--- src/inc/host_port_pkg.sv ---
// constants for the parallel host port front end
package host_port_pkg;
  // wishbone register byte offsets
  localparam logic [7:0] REG_CTRL   = 8'h00; // interrupt config, trigger
  localparam logic [7:0] REG_STATUS = 8'h04; // straps and captures
  localparam logic [7:0] REG_WDATA  = 8'h08; // last data word, read only
  // control register fields
  localparam int CTRL_POL_BIT  = 0;          // 1: active high interrupt
  localparam int CTRL_EDGE_BIT = 1;          // 1: pulse, 0: held level
  localparam int CTRL_REQ_BIT  = 2;          // 1: raise event (self-clear)
  localparam int CTRL_ACK_BIT  = 3;          // 1: drop held level
  // status register fields
  localparam int STAT_STYLE_BIT = 0;         // captured strobe style
  localparam int STAT_PHASE_BIT = 1;         // captured address phase
  localparam int STAT_AVAL_BIT  = 2;         // address captured
  localparam int STAT_DVAL_BIT  = 3;         // data captured
  localparam int STAT_ADDR_LSB  = 8;         // address field lsb
  // reset values
  localparam logic [1:0] CTRL_RST = 2'h0;    // active low, level mode
  localparam logic [7:0] BYTE_RST = 8'h00;   // cleared byte
  // strap capture delay after reset release, in cycles
  localparam logic [1:0] STRAP_WAIT = 2'h3;  // past the two sync stages
  // interrupt pulse width in cycles
  localparam logic [1:0] PULSE_LEN  = 2'h2;  // pulse mode width
endpackage

--- src/hdl/host_bus_strobe_address_decode.sv ---
// parallel host port strobe and address decode with interrupt pin
//
// The Wishbone interface to the registers and the register offsets are this design's own decisions.
`timescale 1ns/1ns
module host_bus_strobe_address_decode (
  input  wire logic        clk_sys_i,          // 100 mhz system clock
  input  wire logic        arst_n_i,           // async reset, active low
  input  wire logic        clk_en_i,           // freezes all state when low
  input  wire logic        strobe_style_select_i, // strap: strobe style
  input  wire logic        address_phase_select_i,// strap: address phase
  input  wire logic        cs_n_i,             // chip select pin
  input  wire logic        strobe_a_i,         // direction or read strobe
  input  wire logic        strobe_b_i,         // data or write strobe pin
  input  wire logic        addr_data_qualifier_i, // latch or qualifier pin
  input  wire logic [7:0]  ad_i,               // multiplexed bus in
  input  wire logic        wb_cyc_i,           // wishbone cycle
  input  wire logic        wb_stb_i,           // wishbone strobe
  input  wire logic        wb_we_i,            // wishbone write
  input  wire logic [7:0]  wb_adr_i,           // wishbone byte address
  input  wire logic [3:0]  wb_sel_i,           // wishbone byte selects
  input  wire logic [31:0] wb_dat_i,           // wishbone write data
  output logic      [31:0] wb_dat_o,           // wishbone read data
  output logic             wb_ack_o,           // wishbone acknowledge
  output logic             host_int_o,         // interrupt pin to host
  output logic      [7:0]  reg_addr_o,         // captured register address
  output logic      [7:0]  reg_data_o,         // captured write data
  output logic             data_wr_o,          // pulse: data write taken
  output logic             rd_active_o         // host read in progress
);
  // pin synchronisers, two stages each
  logic [12:0] sync1_q;                        // first stage
  logic [12:0] sync2_q;                        // second stage
  logic [12:0] pins_d;                         // raw pin vector
  assign pins_d = {ad_i, addr_data_qualifier_i, strobe_b_i, strobe_a_i,
                   cs_n_i, strobe_style_select_i};
  // synchronise all pins before any logic reads them
  always_ff @(posedge clk_sys_i or negedge arst_n_i) begin
    if (!arst_n_i) begin
      sync1_q <= 13'h0e;                       // strobes high, qualifier low
      sync2_q <= 13'h0e;                       // matches idle pins, no edge
    end else if (clk_en_i) begin
      sync1_q <= pins_d;
      sync2_q <= sync1_q;
    end
  end
  // phase strap needs its own synchroniser
  logic phase_s1_q;                            // first stage
  logic phase_s2_q;                            // second stage
  always_ff @(posedge clk_sys_i or negedge arst_n_i) begin
    if (!arst_n_i) begin
      phase_s1_q <= 1'b0;
      phase_s2_q <= 1'b0;
    end else if (clk_en_i) begin
      phase_s1_q <= address_phase_select_i;
      phase_s2_q <= phase_s1_q;
    end
  end
  // synchronised fields
  logic       style_s;                         // strobe style strap
  logic       cs_n_s;                          // chip select
  logic       sa_s;                            // first strobe
  logic       sb_s;                            // second strobe
  logic       qual_s;                          // latch or qualifier
  logic [7:0] ad_s;                            // bus value
  assign {ad_s, qual_s, sb_s, sa_s, cs_n_s, style_s} = sync2_q;

  // strap capture, once after reset release
  logic [1:0] wait_q;                          // capture delay count
  logic       strap_done_q;                    // straps captured
  logic       style_q;                         // 1: separate rd/wr strobes
  logic       phase_q;                         // 1: qualifier addressing
  always_ff @(posedge clk_sys_i or negedge arst_n_i) begin
    if (!arst_n_i) begin
      wait_q       <= 2'h0;
      strap_done_q <= 1'b0;
      style_q      <= 1'b0;
      phase_q      <= 1'b0;
    end else if (clk_en_i && !strap_done_q) begin
      if (wait_q == host_port_pkg::STRAP_WAIT) begin
        style_q      <= style_s;
        phase_q      <= phase_s2_q;
        strap_done_q <= 1'b1;                  // frozen afterwards
      end else begin
        wait_q <= wait_q + 2'h1;
      end
    end
  end

  // decode strobe roles from the captured style
  logic wr_strobe;                             // write strobe asserted
  logic rd_strobe;                             // read strobe asserted
  always_comb begin
    if (style_q) begin                         // separate strobes
      wr_strobe = !cs_n_s && !sb_s;
      rd_strobe = !cs_n_s && !sa_s;
    end else begin                             // direction plus data strobe
      wr_strobe = !cs_n_s && !sb_s && !sa_s;
      rd_strobe = !cs_n_s && !sb_s && sa_s;
    end
  end

  // previous values for edge detection
  logic wr_prev_q;                             // write strobe last cycle
  logic qual_prev_q;                           // qualifier last cycle
  logic qual_at_wr_q;                          // qualifier during write
  always_ff @(posedge clk_sys_i or negedge arst_n_i) begin
    if (!arst_n_i) begin
      wr_prev_q    <= 1'b0;
      qual_prev_q  <= 1'b0;
      qual_at_wr_q <= 1'b0;
    end else if (clk_en_i) begin
      wr_prev_q   <= wr_strobe;
      qual_prev_q <= qual_s;
      if (wr_strobe) begin
        qual_at_wr_q <= qual_s;                // last level before release
      end
    end
  end
  logic wr_end;                                // write strobe released
  logic ale_fall;                              // latch strobe falling
  assign wr_end   = strap_done_q && wr_prev_q && !wr_strobe;
  assign ale_fall = strap_done_q && !phase_q && qual_prev_q && !qual_s;

  // address and data capture
  logic aval_q;                                // address seen
  logic dval_q;                                // data seen
  always_ff @(posedge clk_sys_i or negedge arst_n_i) begin
    if (!arst_n_i) begin
      reg_addr_o <= host_port_pkg::BYTE_RST;
      reg_data_o <= host_port_pkg::BYTE_RST;
      data_wr_o  <= 1'b0;
      aval_q     <= 1'b0;
      dval_q     <= 1'b0;
    end else if (clk_en_i) begin
      data_wr_o <= 1'b0;
      if (ale_fall) begin                      // latch mode
        reg_addr_o <= ad_s;
        aval_q     <= 1'b1;
      end else if (wr_end && phase_q && qual_at_wr_q) begin
        reg_addr_o <= ad_s;                    // qualifier one
        aval_q     <= 1'b1;
      end else if (wr_end) begin
        reg_data_o <= ad_s;                    // data phase
        data_wr_o  <= 1'b1;
        dval_q     <= 1'b1;
      end
    end
  end

  // read activity flag for the data path
  always_ff @(posedge clk_sys_i or negedge arst_n_i) begin
    if (!arst_n_i) begin
      rd_active_o <= 1'b0;
    end else if (clk_en_i) begin
      rd_active_o <= strap_done_q && rd_strobe;
    end
  end

  // wishbone slave: one wait state, ack drops after one cycle
  logic [1:0] ctrl_q;                          // {edge mode, polarity}
  logic       req_q;                           // software event pulse
  logic       ack_req_q;                       // software level release
  logic       wb_hit;                          // new access
  assign wb_hit = wb_cyc_i && wb_stb_i && !wb_ack_o;
  always_ff @(posedge clk_sys_i or negedge arst_n_i) begin
    if (!arst_n_i) begin
      wb_ack_o  <= 1'b0;
      wb_dat_o  <= 32'h0;
      ctrl_q    <= host_port_pkg::CTRL_RST;
      req_q     <= 1'b0;
      ack_req_q <= 1'b0;
    end else if (clk_en_i) begin
      wb_ack_o  <= wb_hit;
      req_q     <= 1'b0;
      ack_req_q <= 1'b0;
      wb_dat_o  <= 32'h0;
      if (wb_hit && wb_we_i && wb_sel_i[0] &&
          wb_adr_i == host_port_pkg::REG_CTRL) begin
        ctrl_q    <= {wb_dat_i[host_port_pkg::CTRL_EDGE_BIT],
                      wb_dat_i[host_port_pkg::CTRL_POL_BIT]};
        req_q     <= wb_dat_i[host_port_pkg::CTRL_REQ_BIT];
        ack_req_q <= wb_dat_i[host_port_pkg::CTRL_ACK_BIT];
      end
      if (wb_hit && !wb_we_i) begin
        case (wb_adr_i)                        // unmapped reads as zero
          host_port_pkg::REG_CTRL:   wb_dat_o <= {30'h0, ctrl_q};
          host_port_pkg::REG_STATUS: wb_dat_o <= {16'h0, reg_addr_o,
                                      4'h0, dval_q, aval_q, phase_q,
                                      style_q};
          host_port_pkg::REG_WDATA:  wb_dat_o <= {24'h0, reg_data_o};
          default:                   wb_dat_o <= 32'h0;
        endcase
      end
    end
  end

  // interrupt: held level or fixed width pulse, programmable polarity
  logic       int_lvl_q;                       // logical interrupt state
  logic [1:0] pulse_q;                         // pulse cycles remaining
  always_ff @(posedge clk_sys_i or negedge arst_n_i) begin
    if (!arst_n_i) begin
      int_lvl_q  <= 1'b0;
      pulse_q    <= 2'h0;
      host_int_o <= 1'b0;
    end else if (clk_en_i) begin
      if (ctrl_q[1]) begin                     // pulse mode
        int_lvl_q <= 1'b0;
        if (req_q) begin
          pulse_q <= host_port_pkg::PULSE_LEN;
        end else if (pulse_q != 2'h0) begin
          pulse_q <= pulse_q - 2'h1;
        end
      end else begin                           // held level
        pulse_q <= 2'h0;
        if (req_q) begin
          int_lvl_q <= 1'b1;                   // set wins over clear
        end else if (ack_req_q) begin
          int_lvl_q <= 1'b0;
        end
      end
      host_int_o <= ((ctrl_q[1] ? (pulse_q != 2'h0) : int_lvl_q)
                     == ctrl_q[0]) ? 1'b1 : 1'b0; // polarity
    end
  end

  // assertions
  AST_DATA_CAPTURE: assert property (@(posedge clk_sys_i)
    disable iff (!arst_n_i)
    clk_en_i && wr_end && !ale_fall && !(phase_q && qual_at_wr_q)
      |=> data_wr_o && reg_data_o == $past(ad_s))
    else $error("data not captured at write end");
  AST_ADDR_QUAL: assert property (@(posedge clk_sys_i)
    disable iff (!arst_n_i)
    clk_en_i && wr_end && phase_q && qual_at_wr_q && !ale_fall
      |=> !data_wr_o && reg_addr_o == $past(ad_s))
    else $error("qualified address not captured");
  AST_ALE_LATCH: assert property (@(posedge clk_sys_i)
    disable iff (!arst_n_i)
    clk_en_i && ale_fall |=> reg_addr_o == $past(ad_s))
    else $error("latch strobe did not capture address");
  AST_STRAP_HOLD: assert property (@(posedge clk_sys_i)
    disable iff (!arst_n_i)
    strap_done_q |=> $stable(style_q) && $stable(phase_q))
    else $error("strap value changed after capture");
  AST_STRAP_TIME: assert property (@(posedge clk_sys_i)
    disable iff (!arst_n_i)
    clk_en_i && !strap_done_q && wait_q == host_port_pkg::STRAP_WAIT
      |=> strap_done_q && phase_q == $past(phase_s2_q))
    else $error("strap not captured on time");
  AST_WR_ROLE: assert property (@(posedge clk_sys_i)
    disable iff (!arst_n_i)
    clk_en_i && strap_done_q && !style_q && !cs_n_s && !sb_s && sa_s
      |=> rd_active_o && !wr_prev_q)
    else $error("data strobe with read direction not a read");
  AST_RD_ROLE: assert property (@(posedge clk_sys_i)
    disable iff (!arst_n_i)
    clk_en_i && strap_done_q && style_q && !cs_n_s && !sa_s
      |=> rd_active_o)
    else $error("read strobe not decoded");
  AST_INT_LEVEL: assert property (@(posedge clk_sys_i)
    disable iff (!arst_n_i)
    clk_en_i && req_q && !ctrl_q[1] ##1 clk_en_i && $stable(ctrl_q)
      |=> host_int_o == ctrl_q[0])
    else $error("held interrupt not asserted");
  AST_INT_IDLE: assert property (@(posedge clk_sys_i)
    disable iff (!arst_n_i)
    clk_en_i && !int_lvl_q && pulse_q == 2'h0 && $stable(ctrl_q)
      |=> host_int_o == !$past(ctrl_q[0]))
    else $error("idle interrupt level wrong");
  COV_DATA: cover property (@(posedge clk_sys_i) data_wr_o);
  COV_ALE: cover property (@(posedge clk_sys_i) ale_fall);
  COV_PULSE: cover property (@(posedge clk_sys_i) pulse_q != 2'h0);
endmodule

--- config.mk ---
export PLATFORM = sky130hd
export DESIGN_NAME = host_bus_strobe_address_decode
export DESIGN_NICKNAME = d
export VERILOG_FILES = /design/src/inc/host_port_pkg.sv /design/src/hdl/host_bus_strobe_address_decode.sv
export SDC_FILE = /design/constraint.sdc
export NUM_CORES = 1
export LEC_CHECK = 0
export ABC_AREA = 1
export BUFFER_PORTS_ARGS = -buffer_cell sky130_fd_sc_hd__clkbuf_2
export CAP_MARGIN = 20
export CORE_MARGIN = 3
export CORE_UTILIZATION = 46
export DETAILED_ROUTE_END_ITERATION = 8
export PLACE_DENSITY = 0.79
export SYNTH_ARGS = -nofsm -noshare
export SYNTH_HDL_FRONTEND = slang
export SYNTH_SLANG_ARGS = --single-unit
--- constraint.sdc ---
create_clock -name clk_sys_i -period 1.29 [get_ports clk_sys_i]
set_input_delay 0.1935 -clock clk_sys_i [delete_from_list [all_inputs] [get_ports clk_sys_i]]
set_output_delay 0.1935 -clock clk_sys_i [all_outputs]
set_load 0.1 [all_outputs]
# Yosys cells after proc, flatten, opt, wreduce, memory -nomap -nowiden
# Index checks and enable logic that the tools add are counted.
# op_classes
eq_ne	5
n_mux	21
bitwise_logic	3
addsub	2
reduce_logical	40
# ops
cell	count
$pmux W16 S3	1
$logic_and A1 B1 Y1	19
$mux W16	1
$mux W8	2
$mux W1	14
$reduce_and A2 Y1	7
$logic_not A1 Y1	9
$eq A8 B3 Y1 const B	1
$eq A8 B4 Y1 const B	1
$logic_not A8 Y1	1
$mux W2	3
$reduce_and A4 Y1	1
$reduce_bool A2 Y1	2
$ne A3 B1 Y1 const B	1
$not A1 Y1	3
$reduce_bool A3 Y1	1
$add A2 B1 Y2 const B	1
$eq A2 B2 Y1 const B	1
$sub A2 B1 Y2 const B	1
$eq A1 B1 Y1	1
# totals
register_bits	97
out_inout_bits	52
wordCells	96

# Longest topological paths before layout
# Gate-level depths: netlist of run 1.
# depth
word_depth	10
mapped_depth	9
ltp_nobuf	8

# Least setup slack after synthesis of run 1
# OpenSTA, ideal clock, no wires.
# synth_timing
path_kind	register to register
startpoint	register wb_ack_o
endpoint	register wb_dat_o[1]
path_buffers	0
path_slack_ns	-0.369
required_time_ns	1.170
stages_incl_launch_ff	8
setup_ns	0.120
arrival_ns	1.539
path_cell_list	dfrtp_1 -> inv_1 -> nand2_1 -> nor3_4 -> nand2_1 -> nand3_2 -> nand2_1 -> nand2_1
# synth_via
elab_chain_cells	4
# synth_lines
element	line_no	text
start: declaration	host_bus_strobe_address_decode.sv:23	output logic wb_ack_o,
start signal: assignment	host_bus_strobe_address_decode.sv:173	wb_ack_o <= wb_hit;
$logic_not A1 Y1	host_bus_strobe_address_decode.sv:164	assign wb_hit = wb_cyc_i && wb_stb_i && !wb_ack_o;
$logic_and A1 B1 Y1	host_bus_strobe_address_decode.sv:164	
$logic_and A1 B1 Y1	host_bus_strobe_address_decode.sv:184	if (wb_hit && !wb_we_i) begin
$mux W16	host_bus_strobe_address_decode.sv:184	
end signal: assignment	host_bus_strobe_address_decode.sv:186	host_port_pkg::REG_CTRL: wb_dat_o <= {30'h0, ctrl_q};
end signal: assignment	host_bus_strobe_address_decode.sv:187	host_port_pkg::REG_STATUS: wb_dat_o <= {16'h0, reg_addr_o,
end signal: assignment	host_bus_strobe_address_decode.sv:190	host_port_pkg::REG_WDATA: wb_dat_o <= {24'h0, reg_data_o};
end: declaration	host_bus_strobe_address_decode.sv:22	output logic [31:0] wb_dat_o,
# No other way between the ends.
# A chain may end at the register's enable or synchronous reset.

# Final worst setup path of run 1
# layout_timing
startpoint	register sync2_q[3]
endpoint	register reg_addr_o[4]
# layout_via
elab_chain_cells	10
# layout_lines
element	line_no	text
start: declaration	host_bus_strobe_address_decode.sv:32	logic [12:0] sync2_q;
start signal: assignment	host_bus_strobe_address_decode.sv:43	sync2_q <= sync1_q;
$logic_not A1 Y1 (*)	host_bus_strobe_address_decode.sv:94, host_bus_strobe_address_decode.sv:97	
$logic_and A1 B1 Y1 (*)	host_bus_strobe_address_decode.sv:94, host_bus_strobe_address_decode.sv:97	
$logic_and A1 B1 Y1	host_bus_strobe_address_decode.sv:97	wr_strobe = !cs_n_s && !sb_s && !sa_s;
$mux W1 (*)	host_bus_strobe_address_decode.sv:93	if (style_q) begin
$logic_not A1 Y1 (*)	host_bus_strobe_address_decode.sv:121	assign wr_end = strap_done_q && wr_prev_q && !wr_strobe;
$logic_and A1 B1 Y1 (*)	host_bus_strobe_address_decode.sv:121	
$logic_and A1 B1 Y1 (*) (2 in a row)	host_bus_strobe_address_decode.sv:139	end else if (wr_end && phase_q && qual_at_wr_q) begin
$reduce_bool A2 Y1 (no source line) (*)	n/a	
$reduce_and A2 Y1 (no source line) (*)	n/a	
end signal: assignment	host_bus_strobe_address_decode.sv:129	reg_addr_o <= host_port_pkg::BYTE_RST;
end signal: assignment	host_bus_strobe_address_decode.sv:137	reg_addr_o <= ad_s;
end signal: assignment	host_bus_strobe_address_decode.sv:140	reg_addr_o <= ad_s;
end: declaration	host_bus_strobe_address_decode.sv:25	output logic [7:0] reg_addr_o,
# Every way passes the cells marked *; elsewhere a longest branch is shown, timed or not.

==> reports/qor.txt, run 1 <==
===================================================================================
Root cell of the clock tree                                            sky130_fd_sc_hd__clkbuf_8
1st-iter DRT viols                                                              174
Maximum fanout encountered on the critical timing path                            4
Overall fraction of global-route tracks in use                                20.3%
Final TNS setup                                                            -1230 ps
HPWL Detailed                                                               5.82 mm
DR vias/cell                                                                   4.98
Critical path capture point                                            reg_addr_o[4]$_DFFE_PN0P_
Die height                                                                  94.3 um
Overall power consumption                                                   8950 uW
Placer's final routability congestion estimate                                0.829
Count of max-cap constraint violations                                            0
Clk pin slew, worst setup/hold paths                                          90 ps
Maximum vdd drop                                                         0.000781 V
Ratio of total power to cell area                                       1740 mW/mm2
Clock tree from TritonCTS                                                       yes
Number of remaining DRC errors                                                    0
Total iterations of the first detailed-routing run                                5
Sequential share of the synthesized area                                      56.8%
Maximum frequency from static timing analysis                             0.713 GHz
Required arrival time at the worst endpoint                                 1540 ps
Synthesized cell area                                                   0.00358 mm2
Psw                                                                         3590 uW
FF+latch count, synth                                                            81
Antenna Cells                                                                     0
Worst flop-to-flop path startpoint                                     sync2_q[3]$_DFFE_PN1P_
Count of pins on the block boundary                                             116
Number of antenna violations at the first check in global routing                 0
Startpoint types                                                           register
Average wire per standard cell                                              15.0 um
Deepest clock path buffer count                                                   2
Setup crit end kind                                                        register
Per-instance average area after synthesis                                  8.76 um2
Status                                                                 finished with violations
Worst-Skew Late Latency                                                      360 ps
CTS H-tree lvls                                                                   3
Via total after detailed routing                                              3,005
Distinct cells, synth                                                            29
Hold WC Path Type                                                         in -> reg
Number of warnings issued by yosys                                                0
Filler Cell Count                                                               506
Final setup skew                                                            13.7 ps
Fraction of layout cells with a size suffix above 1                           34.5%
R2R setup slack                                                             -110 ps
Setup repair after global routing missed its margin                            true
Width of the die                                                            94.3 um
RR Endpoint                                                            reg_addr_o[4]$_DFFE_PN0P_
Leading cell type in the layout, fill and taps excluded                sky130_fd_sc_hd__nand2_1
Final hold vios                                                                   0
Synthesized instance count                                                      409
Total internal power                                                        5360 uW
Logic gate share of total power                                               36.8%
Core Region                                                             0.00741 mm2
Share of the cycle needed by the critical path after routing                   109%
Power share of the clock group                                                26.5%
Most frequent cells in the layout                                      sky130_fd_sc_hd__nand2_1 (162), sky130_fd_sc_hd__dfrtp_1 (72), sky130_fd_sc_hd__buf_12 (40)
Count of placed standard cells in the final layout, fillers left out            604
Final number of max-transition violations                                         0
Worst setup margin                                                          -112 ps
Failing checks                                                         negative setup slack
Buffers added on ports                                                           68
Via count of the first global-routing pass                                    2,911
Cells after DPL                                                                 578
Antenna-violating nets left                                                       0
Number of standard-cell rows in the floorplan                                    31
Clock buffer count from CTS                                                       9
Wire length of the first global-routing pass                                14.0 mm
Total congestion overflow after global routing                                    0
Core occupancy in the finished layout                                         69.3%
Initial standard-cell utilization of the core                                 48.4%
CTS sink cnt                                                                     81
Start point of the critical path                                       sync2_q[3]$_DFFE_PN1P_
Crit path arrival time                                                      1650 ps
Number of nets at the end of the flow                                           566
Leakage power figure                                                     0.00260 uW
Largest net degree at the start of global routing                                32
Setup slack after placement                                                 -179 ps
Net switching fraction of the power                                           40.1%
Setup violation total in the final timing report                                 25
Worst Reg-to-Reg Cells                                                            7
Critical path type                                                       reg -> reg
Area overhead of the layout relative to synthesis                             43.3%
Floorplan die area                                                      0.00888 mm2
Total wire length after detailed routing                                    9.07 mm
Seq pwr share                                                                 36.7%
Time the final worst path needs with I/O delays and setup                   1400 ps
===================================================================================
-- final cells by class --
cell class	instances	area, um2	share of cell area, %
clock buffer	12	165	3.22
clock inverter	4	97.6	1.90
inverter	26	100	1.95
timing repair buffer	92	1120	21.9
sequential	81	2040	39.7
multi-input combinational	290	1490	28.9
tap	99	124	2.41
-- metrics by stage --
step / instance area [um2] / hold WS [ps]
4_1_cts: 4980 / 14.5
3_5_place_dp: 4630 / 154
3_3_place_gp: 4630 / 142
6_report: 5140 / 25.9
5_1_grt: 5140 / 24.5
2_1_floorplan: 3650 / -102
-- sequential cells by signal (all words and copies together), names as in the netlist, 2 cells and up --
register / flops
ctrl_q: 2
pulse_q: 2
reg_addr_o: 8
reg_data_o: 8
sync1_q: 13
sync2_q: 13
wait_q: 2
wb_dat_o: 16
-- how the worst min path moves through the flow --
stage	from	end	slack, ps	depth (start not counted)
final	cs_n_i	sync1_q[1]$_DFFE_PN1P_	30	3
after floorplan	arst_n_i	ack_req_q$_DFFE_PN0P_	-100	0
after global routing	cs_n_i	sync1_q[1]$_DFFE_PN1P_	20	3
after detailed placement	arst_n_i	wb_ack_o$_DFFE_PN0P_	150	1
after global placement	arst_n_i	rd_active_o$_DFFE_PN0P_	140	1
after CTS	cs_n_i	sync1_q[1]$_DFFE_PN1P_	10	3
-- kinds of logic after synthesis --
family	after synthesis	synth area share, %
other cells	1	0.105
buf+inv	56	8.45
xor+xnor	2	0.489
flops	81	56.8
compound gates	32	5.69
simple gates	234	27.5
fa+ha+maj	2	0.698
mux	1	0.314
-- power by group through the flow --
| stage | clock network (uW) | registers (uW) | logic [uW] |
|---|---|---|---|
| final | 2380 | 3280 | 3290 |
| after global routing | 2490 | 3320 | 3420 |
| after CTS | 2370 | 3230 | 3240 |
| after detailed placement | 0 | 3270 | 3180 |
| after global placement | 0 | 3250 | 3140 |
| after floorplan | 0 | 4510 | 677 |
-- routing by layer --
metal | track usage [%] | vias to the layer above | wire length [um]
li1 | - | 1442 | -
met1 | 25.9 | 1435 | 3570
met2 | 34.3 | 118 | 4810
met3 | 3.04 | 10 | 580
met4 | 8.66 | 0 | 110
met5 | 0 | - | 0
-- repair_timing --
item / CTS / global route
buffers inserted: 1 / 4
resized for setup: 14 / 29
endpoints found under the hold margin: 20 / 0
setup endpoints to repair: 20 / 36
hold buffers: 1 / 0
pin swaps: 7 / 26
cloned: 2 / 2
-- cell usage after synthesis --
cell	n	area, um2
sky130_fd_sc_hd__a31oi_1	1	6.26
sky130_fd_sc_hd__buf_2	5	25.0
sky130_fd_sc_hd__buf_4	17	128
sky130_fd_sc_hd__buf_6	3	33.8
sky130_fd_sc_hd__clkbuf_1	5	18.8
sky130_fd_sc_hd__conb_1	1	3.75
sky130_fd_sc_hd__dfrtp_1	75	1880
sky130_fd_sc_hd__dfstp_2	6	158
sky130_fd_sc_hd__ha_1	2	25.0
sky130_fd_sc_hd__inv_1	24	90.1
sky130_fd_sc_hd__inv_2	2	7.51
sky130_fd_sc_hd__mux2_2	1	11.3
sky130_fd_sc_hd__nand2_1	176	661
sky130_fd_sc_hd__nand2_2	1	6.26
sky130_fd_sc_hd__nand2_4	1	11.3
sky130_fd_sc_hd__nand3_1	37	185
sky130_fd_sc_hd__nand3_2	1	10.0
sky130_fd_sc_hd__nand3b_1	1	7.51
sky130_fd_sc_hd__nand4_1	1	6.26
sky130_fd_sc_hd__nand4_2	1	12.5
sky130_fd_sc_hd__nor2_1	9	33.8
sky130_fd_sc_hd__nor2_2	4	25.0
sky130_fd_sc_hd__nor3_2	1	10.0
sky130_fd_sc_hd__nor3_4	1	16.3
sky130_fd_sc_hd__o21ai_0	21	105
sky130_fd_sc_hd__o21ai_2	7	61.3
sky130_fd_sc_hd__o21ai_4	1	16.3
sky130_fd_sc_hd__o31ai_1	2	15.0
sky130_fd_sc_hd__xnor2_1	2	17.5
-- critical path, cell delays in order (launching register included) --
cell and delay, ps:
sky130_fd_sc_hd__dfstp_2 550, sky130_fd_sc_hd__nor2_2 50, sky130_fd_sc_hd__nand2_2 90, sky130_fd_sc_hd__nand2_2 60, sky130_fd_sc_hd__o21ai_4 230, sky130_fd_sc_hd__nand2_2 150, sky130_fd_sc_hd__nand2_1 110, sky130_fd_sc_hd__nand2_1 70
(Power assumes the default switching activity.)
==> inputs of run 2 (changes only) <==
- PLACE_DENSITY: 0.79 -> 0.87
==> reports/qor.txt, run 2 (same netlist as run 1, synthesis figures left out) <==
================================================================================
Largest registers in the final layout                               wb_dat_o x16, sync1_q x13, sync2_q x13   unchanged
1st-iter DRT viols                                                           246   was 174
Average wire per standard cell                                           15.7 um   was 15.0 um
Startpoint types                                                        register   unchanged
Via total after detailed routing                                           3,137   was 3,005
Maximum vdd drop                                                      0.000747 V   was 0.000781 V
Setup repair after global routing missed its margin                         true   unchanged
Number of nets at the end of the flow                                        566   unchanged
Wire length of the first global-routing pass                             15.1 mm   was 14.0 mm
Total congestion overflow after global routing                                 0   unchanged
Maximum fanout encountered on the critical timing path                         5   was 4
Most frequent cells in the layout                                   sky130_fd_sc_hd__nand2_1 (162), sky130_fd_sc_hd__dfrtp_1 (72), sky130_fd_sc_hd__buf_12 (39)   was sky130_fd_sc_hd__nand2_1 (162), sky130_fd_sc_hd__dfrtp_1 (72), sky130_fd_sc_hd__buf_12 (40)
Floorplan die area                                                   0.00888 mm2   unchanged
Maximum frequency from static timing analysis                          0.713 GHz   about the same
Clock buffer count from CTS                                                    9   unchanged
Count of max-cap constraint violations                                         0   unchanged
Critical path type                                                    reg -> reg   unchanged
Die height                                                               94.3 um   unchanged
Antenna-violating nets left                                                    0   unchanged
Buffers added on ports                                                        68   unchanged
Total iterations of the first detailed-routing run                             5   unchanged
Setup violation total in the final timing report                              28   was 25
Hold WC Path Type                                                      in -> reg   unchanged
Crit path arrival time                                                   1650 ps   about the same
Final number of max-transition violations                                      0   unchanged
HPWL Detailed                                                            6.39 mm   was 5.82 mm
Placer's final routability congestion estimate                             0.827   was 0.829
Core Region                                                          0.00741 mm2   unchanged
Share of the cycle needed by the critical path after routing                109%   about the same
Total wire length after detailed routing                                 9.49 mm   was 9.07 mm
Status                                                              finished with violations   unchanged
Number of standard-cell rows in the floorplan                                 31   unchanged
Area overhead of the layout relative to synthesis                          41.8%   was 43.3%
Final TNS setup                                                         -1510 ps   was -1230 ps
Most flops, register                                                    wb_dat_o   unchanged
Max reg flops                                                                 16   unchanged
Final hold vios                                                                0   unchanged
Number of remaining DRC errors                                                 0   unchanged
Overall fraction of global-route tracks in use                             22.1%   was 20.3%
DR vias/cell                                                                5.20   was 4.98
CTS sink cnt                                                                  81   unchanged
Leading cell type in the layout, fill and taps excluded             sky130_fd_sc_hd__nand2_1   unchanged
Antenna Cells                                                                  0   unchanged
Count of pins on the block boundary                                          116   unchanged
Leakage power figure                                                  0.00257 uW   was 0.00260 uW
CTS H-tree lvls                                                                3   unchanged
Fraction of layout cells with a size suffix above 1                        33.9%   was 34.5%
Number of antenna violations at the first check in global routing              0   unchanged
Required arrival time at the worst endpoint                              1540 ps   about the same
Hold Slack                                                               21.8 ps   was 25.9 ps
Deepest clock path buffer count                                                2   unchanged
Clock tree from TritonCTS                                                    yes   unchanged
Clk pin slew, worst setup/hold paths                                       80 ps   was 90 ps
Failing checks                                                      negative setup slack   unchanged
Via count of the first global-routing pass                                 3,292   was 2,911
Width of the die                                                         94.3 um   unchanged
Largest net degree at the start of global routing                             35   was 32
Setup crit end kind                                                     register   unchanged
Initial standard-cell utilization of the core                              48.4%   unchanged
Ratio of total power to cell area                                    1660 mW/mm2   was 1740 mW/mm2
Worst setup margin                                                       -113 ps   was -112 ps
Worst-Skew Late Latency                                                   360 ps   about the same
Root cell of the clock tree                                         sky130_fd_sc_hd__clkbuf_8   unchanged
Time the final worst path needs with I/O delays and setup                1400 ps   about the same
Final setup skew                                                         8.95 ps   was 13.7 ps
================================================================================
## run 2: what timing repair did
action | 4_1_cts | 5_1_grt
buffers inserted | 0 | 3
gates resized for setup | 24 | 23
endpoints found under the setup margin | 20 | 39
hold buffers | 1 | 0
endpoints found under the hold margin | 17 | 0
pin swaps | 7 | 25
gates cloned | 2 | 1
## run 2: routing by layer
| metal | part of all wire (%) | wire length [um] | track usage (%) |
|---|---|---|---|
| met1 | 37 | 3500 | 26.2 |
| met2 | 52 | 4950 | 37.2 |
| met3 | 6.6 | 624 | 3.77 |
| met4 | 4.4 | 417 | 13.2 |
| met5 | 0 | 0 | 0 |
## run 2: path summary, 6_finish.rpt
kind / slack [ps] / from / cells past startpoint / to
worst min register to register: 470 / sync1_q[1]$_DFFE_PN1P_ / 2 / sync2_q[1]$_DFFE_PN1P_
worst max register to register: -110 / sync2_q[2]$_DFFE_PN1P_ / 7 / reg_data_o[4]$_DFFE_PN0P_
min in group asynchronous: 300 / arst_n_i / 2 / wb_dat_o[6]$_DFFE_PN0P_
max in group asynchronous: 490 / arst_n_i / 3 / sync1_q[0]$_DFFE_PN0P_
worst max-delay path: -110 / sync2_q[2]$_DFFE_PN1P_ / 7 / reg_data_o[4]$_DFFE_PN0P_
worst min-delay path: 20 / strobe_b_i / 3 / sync1_q[3]$_DFFE_PN1P_
## run 2: area by class of cell
| type | instances | area (um2) |
|---|---|---|
| clock buffers | 12 | 155 |
| fillers | 505 | 2330 |
| inverters | 26 | 100 |
| clock inverters | 3 | 40.0 |
| repair buffers | 93 | 1130 |
| well taps | 99 | 124 |
| multi-input cells | 289 | 1490 |
| flip-flops and latches | 81 | 2040 |
## run 2: power by group
part	switching, uW	internal [uW]	total (uW)	leakage, uW
clock	851	983	1830	0.000102
combinational	2250	1050	3300	0.00144
sequential	434	2860	3290	0.00103
total	3540	4890	8430	0.00257
## run 2: per-stage QoR
stage	instances	setup slack (ps)	power (uW)	utilization [%]	instance area (um2)
after floorplan	424	-66.3	5180	-	3650
after global placement	581	-152	6380	62.6	4640
after detailed placement	581	-209	6460	62.6	4640
after CTS	599	-79.0	8370	66.8	4950
after global routing	603	-162	8720	68.6	5080
final	603	-113	8430	68.6	5080
## run 2: worst max-delay path, cell delays in order, from the launching register on
cell	delay, ps
sky130_fd_sc_hd__dfstp_2	550
sky130_fd_sc_hd__nand2_2	70
sky130_fd_sc_hd__nand2_2	100
sky130_fd_sc_hd__nand3_2	90
sky130_fd_sc_hd__nor2_4	210
sky130_fd_sc_hd__nand2_4	130
sky130_fd_sc_hd__nand2_2	90
sky130_fd_sc_hd__o21ai_2	60
==> inputs of run 3 (changes only) <==
- ABC_CLOCK_PERIOD_IN_PS: not set -> 1700
- CORE_UTILIZATION: 46 -> 54
- GPL_TIMING_DRIVEN: not set -> 0
- PLACE_DENSITY: 0.87 -> 0.95
- clock period: 1.29 -> 1.7 ns (I/O delays scaled with it)
==> reports/qor.txt, run 3 (same netlist as run 1, synthesis figures left out) <==
===================================================================================
Overall power consumption                                                   5750 uW   was 8430 uW
Setup violation total in the final timing report                                  0   was 28
Floorplan die area                                                      0.00765 mm2   was 0.00888 mm2
Clock tree from TritonCTS                                                       yes   unchanged
Setup slack after placement                                                  211 ps   was -209 ps
Number of nets at the end of the flow                                           571   was 566
Worst flop-to-flop path startpoint                                     sync2_q[2]$_DFFE_PN1P_   unchanged
Ratio of total power to cell area                                       1330 mW/mm2   was 1660 mW/mm2
Area overhead of the layout relative to synthesis                             20.6%   was 41.8%
Root cell of the clock tree                                            sky130_fd_sc_hd__clkbuf_8   unchanged
CTS sink cnt                                                                     81   unchanged
DR vias/cell                                                                   4.98   was 5.20
Final hold vios                                                                   0   unchanged
CTS H-tree lvls                                                                   3   unchanged
Antenna Cells                                                                     0   unchanged
Worst setup margin                                                           155 ps   was -113 ps
Cells after DPL                                                                 570   was 581
Leakage power figure                                                     0.00242 uW   was 0.00257 uW
Most frequent cells in the layout                                      sky130_fd_sc_hd__nand2_1 (176), sky130_fd_sc_hd__dfrtp_1 (75), sky130_fd_sc_hd__clkbuf_2 (67)   was sky130_fd_sc_hd__nand2_1 (162), sky130_fd_sc_hd__dfrtp_1 (72), sky130_fd_sc_hd__buf_12 (39)
HPWL Detailed                                                               5.86 mm   was 6.39 mm
Placer's final routability congestion estimate                                0.853   was 0.827
Number of remaining DRC errors                                                    0   unchanged
Setup repair after global routing missed its margin                           false   was true
Worst Reg-to-Reg Cells                                                            8   was 7
Antenna-violating nets left                                                       0   unchanged
Start point of the critical path                                       sync2_q[2]$_DFFE_PN1P_   unchanged
Total wire length after detailed routing                                    7.92 mm   was 9.49 mm
Largest net degree at the start of global routing                                62   was 35
Average wire per standard cell                                              13.5 um   was 15.7 um
Width of the die                                                            87.5 um   was 94.3 um
Number of antenna violations at the first check in global routing                 0   unchanged
Beginning of the worst hold path                                         strobe_b_i   unchanged
Hold WC Path Type                                                         in -> reg   unchanged
Setup crit end kind                                                        register   unchanged
Count of max-cap constraint violations                                            0   unchanged
Worst-margin pin slew                                                        568 ps
Required arrival time at the worst endpoint                                 1940 ps   was 1540 ps
Crit path arrival time                                                      1790 ps   was 1650 ps
Largest registers in the final layout                                  wb_dat_o x16, sync1_q x13, sync2_q x13   unchanged
Sink of the worst hold path                                            sync1_q[3]$_DFFE_PN1P_   unchanged
Maximum vdd drop                                                          0.00112 V   was 0.000747 V
Share of the cycle needed by the critical path after routing                  90.9%   was 109%
Wire length of the first global-routing pass                                12.7 mm   was 15.1 mm
Worst-Skew Late Latency                                                      360 ps   about the same
Clock buffer count from CTS                                                       9   unchanged
Status                                                                 finished clean   was finished with violations
Hold Path Stages                                                                  3   unchanged
Deepest clock path buffer count                                                   2   unchanged
Clk pin slew, worst setup/hold paths                                          70 ps   was 80 ps
Via total after detailed routing                                              2,926   was 3,137
Maximum fanout encountered on the critical timing path                           10   was 5
Initial standard-cell utilization of the core                                 56.1%   was 48.4%
RR Endpoint                                                            reg_data_o[7]$_DFFE_PN0P_   was reg_data_o[4]$_DFFE_PN0P_
Resize count post-CTS                                                             0   was 24
R2R setup slack                                                              150 ps   was -110 ps
Count of pins on the block boundary                                             116   unchanged
Most flops, register                                                       wb_dat_o   unchanged
Startpoint types                                                           register   unchanged
Time the final worst path needs with I/O delays and setup                   1550 ps   was 1400 ps
Total iterations of the first detailed-routing run                                5   unchanged
Via count of the first global-routing pass                                    2,825   was 3,292
Critical path type                                                       reg -> reg   unchanged
Leading cell type in the layout, fill and taps excluded                sky130_fd_sc_hd__nand2_1   unchanged
Overall fraction of global-route tracks in use                                21.5%   was 22.1%
Number of standard-cell rows in the floorplan                                    29   was 31
Die height                                                                  87.5 um   was 94.3 um
Final number of max-transition violations                                         0   unchanged
Core Region                                                             0.00639 mm2   was 0.00741 mm2
Final setup skew                                                            11.3 ps   was 8.95 ps
Max reg flops                                                                    16   unchanged
Buffers added on ports                                                           68   unchanged
1st-iter DRT viols                                                              202   was 246
Fraction of layout cells with a size suffix above 1                           26.7%   was 33.9%
Count of placed standard cells in the final layout, fillers left out            587   was 603
Total congestion overflow after global routing                                    0   unchanged
Maximum frequency from static timing analysis                             0.647 GHz   was 0.713 GHz
Hold Slack                                                                  80.9 ps   was 21.8 ps
Worst slew margin                                                             62.3%
===================================================================================
run 3: cell types whose count changed in the layout (fill, tap and decap cells not counted), moves of 2 or more:
cell,delta
sky130_fd_sc_hd__buf_12,-39
sky130_fd_sc_hd__buf_2,+5
sky130_fd_sc_hd__buf_6,-2
sky130_fd_sc_hd__clkbuf_1,+5
sky130_fd_sc_hd__clkbuf_2,+36
sky130_fd_sc_hd__dfrtp_1,+3
sky130_fd_sc_hd__dfrtp_2,-2
sky130_fd_sc_hd__nand2_1,+14
sky130_fd_sc_hd__nand2_2,-12
sky130_fd_sc_hd__nand2_4,-4
sky130_fd_sc_hd__nand3_1,+16
sky130_fd_sc_hd__nand3_2,-15
sky130_fd_sc_hd__nor2_4,-2
run 3: critical path, cell delays in order, from the launching register on:
cell and delay, ps:
sky130_fd_sc_hd__dfstp_2 560, sky130_fd_sc_hd__nand2_1 70, sky130_fd_sc_hd__nand2_1 100, sky130_fd_sc_hd__nand3_1 110
sky130_fd_sc_hd__nor2_2 140, sky130_fd_sc_hd__nand2_2 150, sky130_fd_sc_hd__buf_6 190, sky130_fd_sc_hd__nand2_1 60
sky130_fd_sc_hd__nand2_1 50
run 3: worst max-delay path by stage:
| stage | end | cells past startpoint |
|---|---|---|
| after floorplan | wb_dat_o[1]$_DFFE_PN0P_ | 7 |
| after global placement | wait_q[0]$_DFFE_PN0P_ | 1 |
| after detailed placement | reg_addr_o[2]$_DFFE_PN0P_ | 7 |
| after CTS | reg_data_o[0] | 1 |
| after global routing | reg_data_o[7]$_DFFE_PN0P_ | 8 |
| final | reg_data_o[7]$_DFFE_PN0P_ | 8 |
run 3: metal layers:
layer	vias up	global-route usage [%]	share of wire, %
li1	1449	-	-
met1	1340	26.9	42
met2	120	35.8	49
met3	17	4.45	6.6
met4	0	10.2	2.6
met5	-	0	0
run 3: layout make-up:
type,instances,area [um2]
fillers,489,2060
clock inverters,4,51.3
well taps,77,96.3
multi-input cells,287,1300
flip-flops and latches,81,2030
clock buffers,12,155
repair buffers,70,380
plain buffers,30,205
inverters,26,97.6
run 3: where the power goes:
group	total (uW)	switching (uW)	internal (uW)	leakage, uW
clock network	1450	687	762	0.000103
registers	2360	197	2170	0.00103
logic	1940	1640	301	0.00129
total	5750	2520	3230	0.00242
run 3: per-stage QoR:
step,util [%],TNS (ps),cell area (um2)
after floorplan,-,0,3640
after global placement,63.8,-21080,4080
after detailed placement,64.3,0,4110
after CTS,67.7,0,4320
after global routing,67.7,0,4320
final,67.7,0,4320
run 3: what timing repair did:
item,4_1_cts,5_1_grt
buffers inserted,0,0
hold endpoints to repair,18,0
hold buffers,1,0
